$ cat config.mk
export PLATFORM = sky130hd
export DESIGN_NAME = tsnw_top
export DESIGN_NICKNAME = d
export VERILOG_FILES = /design/src/tsnw_pkg.sv /design/src/tsnw_top.sv /design/src/tsnw_writer.sv
export SDC_FILE = /design/constraint.sdc
export NUM_CORES = 1
export LEC_CHECK = 0
export BUFFER_PORTS_ARGS = -buffer_cell sky130_fd_sc_hd__buf_2
export CORE_ASPECT_RATIO = 2
export CORE_UTILIZATION = 49
export DETAILED_ROUTE_END_ITERATION = 8
export PLACE_DENSITY = 0.92
export SETUP_SLACK_MARGIN = 0.4
export SYNTH_ARGS = -nofsm -noshare
export SYNTH_HDL_FRONTEND = slang
export SYNTH_SLANG_ARGS = --single-unit
$ cat constraint.sdc
create_clock -name clk -period 2.5 [get_ports clk]
set_clock_uncertainty 0.05 [all_clocks]
set_input_delay 0.25 -clock clk [delete_from_list [all_inputs] [get_ports clk]]
set_output_delay 0.25 -clock clk [all_outputs]
set_load 0.02 [all_outputs]
$ cat src/tsnw_pkg.sv
// Constants shared by the terminal status notify word logic
package tsnw_pkg;

   ////////////////////////////////////////////////////////////////////////////
   // Status word layout
   localparam int unsigned WORD_W      = 16;
   localparam int unsigned RUN_BIT     = 15;
   localparam int unsigned SCREEN_BIT  = 12;
   localparam int unsigned NUMERAL_BIT = 11;
   localparam logic [15:0] WORD_RESET  = 16'h0000;

   ////////////////////////////////////////////////////////////////////////////
   // Register map, byte addresses
   localparam logic [3:0] CTRL_OFS   = 4'h0;
   localparam logic [3:0] EVENT_OFS  = 4'h4;
   localparam logic [3:0] SENT_OFS   = 4'h8;
   localparam logic [3:0] PEND_OFS   = 4'hC;

   // CTRL fields
   localparam int unsigned CTRL_RUN_BIT  = 0;
   localparam int unsigned CTRL_MENU_BIT = 1;
   localparam logic        CTRL_RESET    = 1'b0;
   // EVENT fields, write one to raise
   localparam int unsigned EVT_SCREEN_BIT  = 0;
   localparam int unsigned EVT_NUMERAL_BIT = 1;
   // PEND fields
   localparam int unsigned PEND_SCREEN_BIT  = 0;
   localparam int unsigned PEND_NUMERAL_BIT = 1;
   localparam int unsigned PEND_BUSY_BIT    = 2;

   ////////////////////////////////////////////////////////////////////////////
   // Timing
   localparam longint unsigned CLK_HZ          = 64'd20_000_000;
   localparam longint unsigned REFRESH_MS      = 64'd10_000;
   localparam longint unsigned LIVENESS_MS     = 64'd30_000;
   // Longest times, rounded down
   localparam longint unsigned REFRESH_CYCLES  = (REFRESH_MS * CLK_HZ) / 64'd1000;
   localparam longint unsigned LIVENESS_CYCLES = (LIVENESS_MS * CLK_HZ) / 64'd1000;

endpackage : tsnw_pkg

$ cat src/tsnw_top.sv
// Terminal status notify word: keeps the status word in host memory current
//
// Summary of operation
// - Run mode drives status bit 15 high.
// - Any other mode or menu: bit 15 low.
// - Bit 15 low: no host memory access.
// - In run, periodically rewrite bit 15 high.
// - Host zeroed bit restored within 30 seconds.
// - Screen change sets bit 12, cleared after notify.
// - Numeral entry sets bit 11, cleared after notify.
// - In run, write word whenever reported status changes.
//
// The address map and the Wishbone register port were left to the implementer.
module tsnw_top #(
   parameter longint unsigned REFRESH_CYCLES  = tsnw_pkg::REFRESH_CYCLES,
   parameter longint unsigned LIVENESS_CYCLES = tsnw_pkg::LIVENESS_CYCLES
) (
   input  wire logic        clk,
   input  wire logic        sys_rst,
   // Classic Wishbone slave
   input  wire logic        wb_cyc_i,
   input  wire logic        wb_stb_i,
   input  wire logic        wb_we_i,
   input  wire logic [3:0]  wb_adr_i,
   input  wire logic [3:0]  wb_sel_i,
   input  wire logic [31:0] wb_dat_i,
   output logic [31:0]      wb_dat_o,
   output logic             wb_ack_o,
   // Display events from terminal logic, one-cycle pulses
   input  wire logic        screen_changed,
   input  wire logic        numeral_entered,
   // Host memory write port
   output logic             host_wr_req,
   output logic [15:0]      host_wr_data,
   input  wire logic        host_wr_ack
);

   ////////////////////////////////////////////////////////////////////////////
   // Elaboration checks
   // Refused at elaboration, not at run time
   if (REFRESH_CYCLES < 64'd2 || REFRESH_CYCLES > 64'hFFFF_FFFF) begin : g_bad_refresh
      $error("REFRESH_CYCLES out of range");
   end
   if (REFRESH_CYCLES >= LIVENESS_CYCLES) begin : g_bad_liveness
      $error("refresh period must be shorter than the liveness window");
   end

   localparam logic [31:0] REFRESH_LAST = 32'(REFRESH_CYCLES - 64'd1);

   function automatic logic [15:0] build_word(input logic run, input logic scr, input logic num);
      logic [15:0] w;
      w                         = 16'h0000;
      w[tsnw_pkg::RUN_BIT]      = run;
      w[tsnw_pkg::SCREEN_BIT]   = scr;
      w[tsnw_pkg::NUMERAL_BIT]  = num;
      return w;
   endfunction : build_word

   ////////////////////////////////////////////////////////////////////////////
   // Wishbone slave
   logic        ack_q;
   logic        ack_d;
   logic [31:0] rdat_q;
   logic [31:0] rdat_d;
   logic        run_mode_q;
   logic        run_mode_d;
   logic        menu_q;
   logic        menu_d;
   logic        sw_scr_evt;
   logic        sw_num_evt;
   logic        bus_req;
   logic        scr_pend_q;
   logic        num_pend_q;
   logic [15:0] sent_q;
   logic        wr_busy;

   assign bus_req = wb_cyc_i && wb_stb_i && !ack_q;

   always_comb begin
      ack_d      = bus_req;
      rdat_d     = 32'h0000_0000;
      run_mode_d = run_mode_q;
      menu_d     = menu_q;
      sw_scr_evt = 1'b0;
      sw_num_evt = 1'b0;
      if (bus_req) begin
         if (wb_adr_i == tsnw_pkg::CTRL_OFS) begin
            rdat_d[tsnw_pkg::CTRL_RUN_BIT]  = run_mode_q;
            rdat_d[tsnw_pkg::CTRL_MENU_BIT] = menu_q;
            if (wb_we_i && wb_sel_i[0]) begin
               run_mode_d = wb_dat_i[tsnw_pkg::CTRL_RUN_BIT];
               menu_d     = wb_dat_i[tsnw_pkg::CTRL_MENU_BIT];
            end
         end else if (wb_adr_i == tsnw_pkg::EVENT_OFS) begin
            if (wb_we_i && wb_sel_i[0]) begin
               sw_scr_evt = wb_dat_i[tsnw_pkg::EVT_SCREEN_BIT];
               sw_num_evt = wb_dat_i[tsnw_pkg::EVT_NUMERAL_BIT];
            end
         end else if (wb_adr_i == tsnw_pkg::SENT_OFS) begin
            rdat_d[15:0] = sent_q;
         end else if (wb_adr_i == tsnw_pkg::PEND_OFS) begin
            rdat_d[tsnw_pkg::PEND_SCREEN_BIT]  = scr_pend_q;
            rdat_d[tsnw_pkg::PEND_NUMERAL_BIT] = num_pend_q;
            rdat_d[tsnw_pkg::PEND_BUSY_BIT]    = wr_busy;
         end else begin
            // Unmapped: acknowledged, reads zero, writes dropped
            rdat_d = 32'h0000_0000;
         end
      end
   end

   always_ff @(posedge clk) begin
      if (sys_rst) begin
         ack_q      <= 1'b0;
         rdat_q     <= 32'h0000_0000;
         run_mode_q <= tsnw_pkg::CTRL_RESET;
         menu_q     <= tsnw_pkg::CTRL_RESET;
      end else begin
         ack_q      <= ack_d;
         rdat_q     <= rdat_d;
         run_mode_q <= run_mode_d;
         menu_q     <= menu_d;
      end
   end

   assign wb_ack_o = ack_q;
   assign wb_dat_o = rdat_q;

   ////////////////////////////////////////////////////////////////////////////
   // Status word state
   logic        running;
   logic        scr_pend_d;
   logic        num_pend_d;
   logic [15:0] sent_d;
   logic [31:0] refresh_q;
   logic [31:0] refresh_d;
   logic        refresh_due_q;
   logic        refresh_due_d;
   logic [15:0] cur_word;
   logic        wr_start;
   logic        wr_done;
   logic        scr_evt;
   logic        num_evt;

   assign running = run_mode_q && !menu_q;
   assign scr_evt = screen_changed || sw_scr_evt;
   assign num_evt = numeral_entered || sw_num_evt;
   assign cur_word = build_word(running, scr_pend_q, num_pend_q);

   // A change or a due refresh starts a write; never while stopped
   assign wr_start = running && !wr_busy && ((cur_word != sent_q) || refresh_due_q);

   always_comb begin
      scr_pend_d    = scr_pend_q;
      num_pend_d    = num_pend_q;
      sent_d        = sent_q;
      refresh_d     = refresh_q;
      refresh_due_d = refresh_due_q;
      if (!running) begin
         // Stopped: events are not reported and the next run writes afresh
         scr_pend_d    = 1'b0;
         num_pend_d    = 1'b0;
         sent_d        = tsnw_pkg::WORD_RESET;
         refresh_d     = 32'h0000_0000;
         refresh_due_d = 1'b0;
      end else begin
         if (wr_done && host_wr_data[tsnw_pkg::SCREEN_BIT]) begin
            scr_pend_d = 1'b0;
         end
         if (wr_done && host_wr_data[tsnw_pkg::NUMERAL_BIT]) begin
            num_pend_d = 1'b0;
         end
         // Set wins over the clear of the same cycle
         if (scr_evt) begin
            scr_pend_d = 1'b1;
         end
         if (num_evt) begin
            num_pend_d = 1'b1;
         end
         if (wr_done) begin
            sent_d = host_wr_data;
         end
         if (wr_start) begin
            refresh_d     = 32'h0000_0000;
            refresh_due_d = 1'b0;
         end else if (refresh_q == REFRESH_LAST) begin
            refresh_due_d = 1'b1;
         end else begin
            refresh_d = refresh_q + 32'h0000_0001;
         end
      end
   end

   always_ff @(posedge clk) begin
      if (sys_rst) begin
         scr_pend_q    <= 1'b0;
         num_pend_q    <= 1'b0;
         sent_q        <= tsnw_pkg::WORD_RESET;
         refresh_q     <= 32'h0000_0000;
         refresh_due_q <= 1'b0;
      end else begin
         scr_pend_q    <= scr_pend_d;
         num_pend_q    <= num_pend_d;
         sent_q        <= sent_d;
         refresh_q     <= refresh_d;
         refresh_due_q <= refresh_due_d;
      end
   end

   tsnw_writer u_writer (
      .clk          (clk),
      .sys_rst      (sys_rst),
      .start        (wr_start),
      .word         (cur_word),
      .host_wr_ack  (host_wr_ack),
      .host_wr_req  (host_wr_req),
      .host_wr_data (host_wr_data),
      .busy         (wr_busy),
      .done         (wr_done)
   );

   ////////////////////////////////////////////////////////////////////////////
   // Checks
   logic [31:0] gap_q;

   // Idle cycles since the last write ended while running
   always_ff @(posedge clk) begin
      if (sys_rst) begin
         gap_q <= 32'h0000_0000;
      end else if (!running || wr_start || wr_busy) begin
         gap_q <= 32'h0000_0000;
      end else begin
         gap_q <= gap_q + 32'h0000_0001;
      end
   end
endmodule : tsnw_top

$ cat src/tsnw_writer.sv
// Host memory write handshake for one status word
module tsnw_writer (
   input  wire logic        clk,
   input  wire logic        sys_rst,
   input  wire logic        start,
   input  wire logic [15:0] word,
   input  wire logic        host_wr_ack,
   output logic             host_wr_req,
   output logic [15:0]      host_wr_data,
   output logic             busy,
   output logic             done
);

   typedef enum logic {TSNW_IDLE, TSNW_WAIT} tsnw_wstate_t;

   tsnw_wstate_t state_q;
   tsnw_wstate_t state_d;
   logic [15:0]  data_q;
   logic [15:0]  data_d;

   always_comb begin
      state_d = state_q;
      data_d  = data_q;
      case (state_q)
         TSNW_IDLE: begin
            if (start) begin
               state_d = TSNW_WAIT;
               data_d  = word;
            end
         end
         TSNW_WAIT: begin
            // Word and request stay frozen until the host takes them
            if (host_wr_ack) begin
               state_d = TSNW_IDLE;
            end
         end
         default: state_d = TSNW_IDLE;
      endcase
   end

   always_ff @(posedge clk) begin
      if (sys_rst) begin
         state_q <= TSNW_IDLE;
         data_q  <= tsnw_pkg::WORD_RESET;
      end else begin
         state_q <= state_d;
         data_q  <= data_d;
      end
   end

   assign host_wr_req  = (state_q == TSNW_WAIT);
   assign host_wr_data = data_q;
   assign busy         = (state_q == TSNW_WAIT);
   assign done         = (state_q == TSNW_WAIT) && host_wr_ack;
endmodule : tsnw_writer

# Word level (Yosys, flattened, before mapping)
# Index checks and enable logic that the tools add are counted.
# totals
output_inout_bits	50
inputBits	48
ff_bits	67
word_cells	69
# classes
n_addsub	1
mux	19
reduce_logical	26
n_eq_ne	5
n_bitwise	4
# ops
operator	count
32-bit by 1-bit adder with 32-bit output (second input constant)	1
32-bit by 28-bit == test with 1-bit output (second input constant)	1
1-bit two-way mux	14
1-bit logical AND	9
4-bit == test (second input constant)	2
3-bit two-way mux	2
3-bit OR reduction	2
5-bit OR reduction	1
4-bit by 3-bit == test with 1-bit output (second input constant)	1
4-bit logical NOT	1
2-bit two-way mux	2
1-bit NOT	4
2-bit nonzero test	2
2-bit OR reduction	2
4-bit OR reduction	1
1-bit logical NOT	3
1-bit logical OR	3
3-bit != test	1
3-bit AND reduction	1
1-bit case mux with 2 select lines	1
2-bit AND reduction	1

# Longest topological paths before layout
# logic_depth
word_depth	7
depth_mapped	7
depth_no_buf	6

# Hierarchy
# From an unflattened synthesis, not the netlist that was laid out.
# hier_totals
cells_unflattened	409
hier_area_um2	3793.6
# by_module_without_submodules
mod	cells_each	n_inst	area_per_inst_um2	seq_area_each_um2
tsnw_top	333	1	2986.6	1401.3
tsnw_writer	76	1	807.0	340.3

# Worst setup path after synthesis
# No wires, ideal clock.
# synth_path
kind	flip-flop to flip-flop
from	reg refresh_q[0]
to	reg refresh_q[16]
period_less_slack_ns	1.885
arrival_time_ns	1.765
t_required_ns	2.380
slack_ns	0.615
path_stages_with_launch	8
cell_sequence	dfxtp_1 -> ha_1 -> and3_1 -> nor2b_1 -> buf_2 -> o21ai_2 -> or4_1 -> a21oi_1
# synth_between
elab_chain_len	1
# synth_rtl
item	line_no	source
start: declaration	tsnw_top.sv:135	logic [31:0] refresh_q;
start signal: assignment	tsnw_top.sv:205	refresh_q <= refresh_d;
32-bit by 1-bit adder with 32-bit output or 32-bit by 28-bit == test with 1-bit output (tied branches)	tsnw_top.sv:189, tsnw_top.sv:186	
# Parallel ways exist; a longest one is shown, timed or not.
# A chain may end at the register's enable or synchronous reset.

# Final worst setup path
# layout_path
from	reg refresh_q[0]
to	reg refresh_q[24]
# Same word-level chain as after synthesis.

==> summary.txt <==
Floorplan
  • Ports: around 100
  • Site row count: 37
  • Die area: 0.00558 mm2
  • Die Span Y: approximately 100 um
  • Core Box Area: ~0.0051 mm2
  • Die W: 53.3 um
  • Initial Util: 50.7%

Routing
  • Vias/cell: between 5 and 6
  • Remaining DRCs: 0
  • Number of DRC markers in iteration 0: between 40 and 50
  • Antenna viol nets, final: 0
  • Final WL: between 5000 and 6000 um
  • DR vias: around 2.2k
  • Drt first pass iters: 4
  • Average wire per standard cell: 13.2 um

Setup path
  • End of the critical path: refresh_q[24]
  • R2R depth: 7
  • Worst path max stage delay: just under 400 ps
  • Required time worst endpoint: 2680 ps
  • Critical path buffers and inverters: 1
  • Critical path endpoint category: flop
  • Cell family with most CP delay: simple AND/OR/NAND/NOR gates
  • Crit start category: flop
  • CP Max Fanout: 8
  • R2r endpoint: refresh_q[24]
  • CP max-delay cell: dfxtp_1
  • Critical path class: flop to flop
  • Critical path data arrival time: 2200 ps
  • Flop-to-flop setup slack: between 400 and 500 ps
  • Worst R2R Start: refresh_q[0]
  • Worst path cell trace: ha_1 -> and3_1 -> nor2b_4 -> buf_4 -> o2111ai_1 -> or3_1 -> a21oi_1
  • Number of cells on the critical path: 7
  • Critical Path Start: refresh_q[0]

Clocking
  • Root Driver: clkbuf_8
  • H-Tree Depth: 2
  • CTS Sinks: 51
  • Clock buffer depth: 2
  • Clock transition at path regs: about 90 ps
  • CTS buffer count: 5
  • CTS tree: built
  • Worst-Skew Late Latency: ~300 ps

Yosys
  • Post-synth EDFFs: 0
  • Post-Syn Area: 0.00258 mm2
  • Main synth FF type: dfxtp_1
  • Netlist cell types: 43
  • Yosys reg bits: 51
  • Most area-hungry cell type in the Yosys netlist: dfxtp_1
  • Fraction of synthesis flops using an asynchronous set or reset pin: 0%
  • Post-synth top area share: 39.6%
  • Ys Warns: 0
  • Synth area leaders: dfxtp_1 40%, buf_4 11%, nor2_1 4.9%
  • Post-synthesis sequential area ratio: slightly below 40%
  • Syn Inst Count: 308
  • Syn Area/Cell: roughly 8.4 um2

Layout
  • Ratio of cells with drive above 1 in the final layout: around 16%
  • Post-Layout Inst Area: 0.00280 mm2
  • Filler Cell Count: between 400 and 500
  • Area growth, synth to finish: 8.49%
  • Fin nets: a little under 400
  • Commonest non-fill, non-tap cell in the layout: dfxtp_1
  • Most frequent cells in the layout: 49 x dfxtp_1, 39 x conb_1, 34 x nor2_1
  • Final cell count without fillers: 395
  • Final core occ: between 50 and 60%
  • Diode count: 0

Worst hold path
  • Hold Crit Class: input port to flop
  • Worst hold path cell count: 3

Placement
  • Detail Placement HPWL: 3840 um
  • Final Wtd Congestion: between 0.8 and 0.9
  • Place WS: about 460 ps
  • I/O Buffers: 25
  • Post-Place Cells: around 390
  • Post-DP Area: 0.00262 mm2

Status
  • Outcome: complete, no violations

Timing
  • Final hold slack: ~120 ps
  • Worst slew pin tran: between 500 and 600 ps
  • Final Hold Viols: 0
  • Final cycle utilization of the critical path: between 80% and 90%
  • Unrepaired setup endpoints after global routing: yes
  • Crit path time final: approximately 2000 ps
  • Max-slew headroom: around three fifths
  • Setup WS post-layout: just under 500 ps
  • F_max: between 0.4 and 0.5 GHz
  • Setup_tns: 0 ps
  • Final setup violation count: 0
  • Slew Viols, Final: 0

GRT
  • Gr ovfl total: 0
  • Pin count of the biggest net entering global routing: 31
  • GR Util All Layers: about 21%
  • First-pass GRT wire length: around 9000 um
  • Vias in the first global route: approximately 2.1k
  • Antenna violations before repair: 0

Power
  • Total Power: 1.55 mW
  • VDD IR max: 0.483 mV
  • Lkg Pwr: a little over 1 nW
  • PwrDens: 554 mW/mm2

Flow run
  • Max_cap viols: 0
==> cell type report <==
class | count | area, um2 | area share [%]
Tap cell | 58 | 72.6 | 2.59
Clock inverter | 2 | 60.1 | 2.15
Sequential cell | 51 | 1020 | 36.6
Clock buffer | 6 | 72.6 | 2.59
Multi-Input combinational cell | 241 | 1370 | 48.9
Inverter | 5 | 18.8 | 0.671
Timing Repair Buffer | 32 | 181 | 6.48
==> kinds of logic (layout without fill, tap and decap cells) <==
logic type                 count (synthesis)  in the layout  share of synthesized area (%)
and+or+nand+nor                          135            135                           28.4
DFF                                       51             51                           39.6
buffers and inverters                     54             45                           14.1
AOI/OAI and AO/OA                         46             46                           10.4
muxes                                      3              3                           1.16
other                                      1             39                          0.145
adders and majority gates                  1              1                          0.485
xor gates and xnor gates                  17             17                           5.77
==> state kept, by name, summed over array words and instances, names as in the netlist <==
register,flops
wb_ack_o,1
u_writer.host_wr_data,3
refresh_due_q,1
run_mode_q,1
scr_pend_q,1
refresh_q,32
menu_q,1
num_pend_q,1
wb_dat_o,6
u_writer.busy,1
sent_q,3
==> tightest hold or removal path: cells and delay by family <==
family	cells	cell delay [ps]
compound gates	1	40
simple gates	1	70
buf+inv	1	70
==> per-layer routing <==
layer	up-vias	share of wire, %	track usage [%]
li1	1058	-	-
met1	1042	34	20.6
met5	-	0	0
met4	0	4.1	11.5
met3	22	3.5	2.91
met2	79	58	38.0
==> synth_stat cells (2+ instances only) <==
cell	number
mux2i_1	3
xor2_1	11
inv_1	4
nor2b_1	3
nand2_1	21
and2_1	6
or3b_2	2
o21ai_1	5
dfxtp_1	51
nand2b_1	2
or4_4	2
and3_1	2
nor4_1	7
a21oi_1	20
o21ai_0	7
nand3_1	17
clkbuf_1	3
nor3_1	3
nor2_1	34
or4_1	3
buf_2	6
nand4_1	13
and4_1	4
buf_4	39
o2111ai_1	2
o31ai_1	3
or3_1	10
xnor2_1	6
a31oi_1	4
a221oi_1	2
==> how the worst min path moves through the flow <==
stage | start | to | slack, ps
after floorplan | wb_adr_i[3] | wb_dat_o[2] | 330
after global placement | refresh_due_q | refresh_due_q | 400
after detailed placement | numeral_entered | num_pend_q | 430
after CTS | numeral_entered | num_pend_q | 110
after global routing | numeral_entered | num_pend_q | 130
final | numeral_entered | num_pend_q | 120
==> power by group <==
group | switching, mW | internal (mW) | leakage [nW]
sequential | 0.000514 | 0.812 | 0.412
clock | 0.262 | 0.400 | 0.0654
combinational | 0.0652 | 0.0113 | 0.534
==> timing repair <==
item,in CTS,in global routing
hold endpoints to repair,0,0
gates resized for setup,0,10
hold buffers,0,0
buffers inserted,0,1
setup endpoints to repair,0,15
Note: power is estimated with default switching activity, not from simulation.
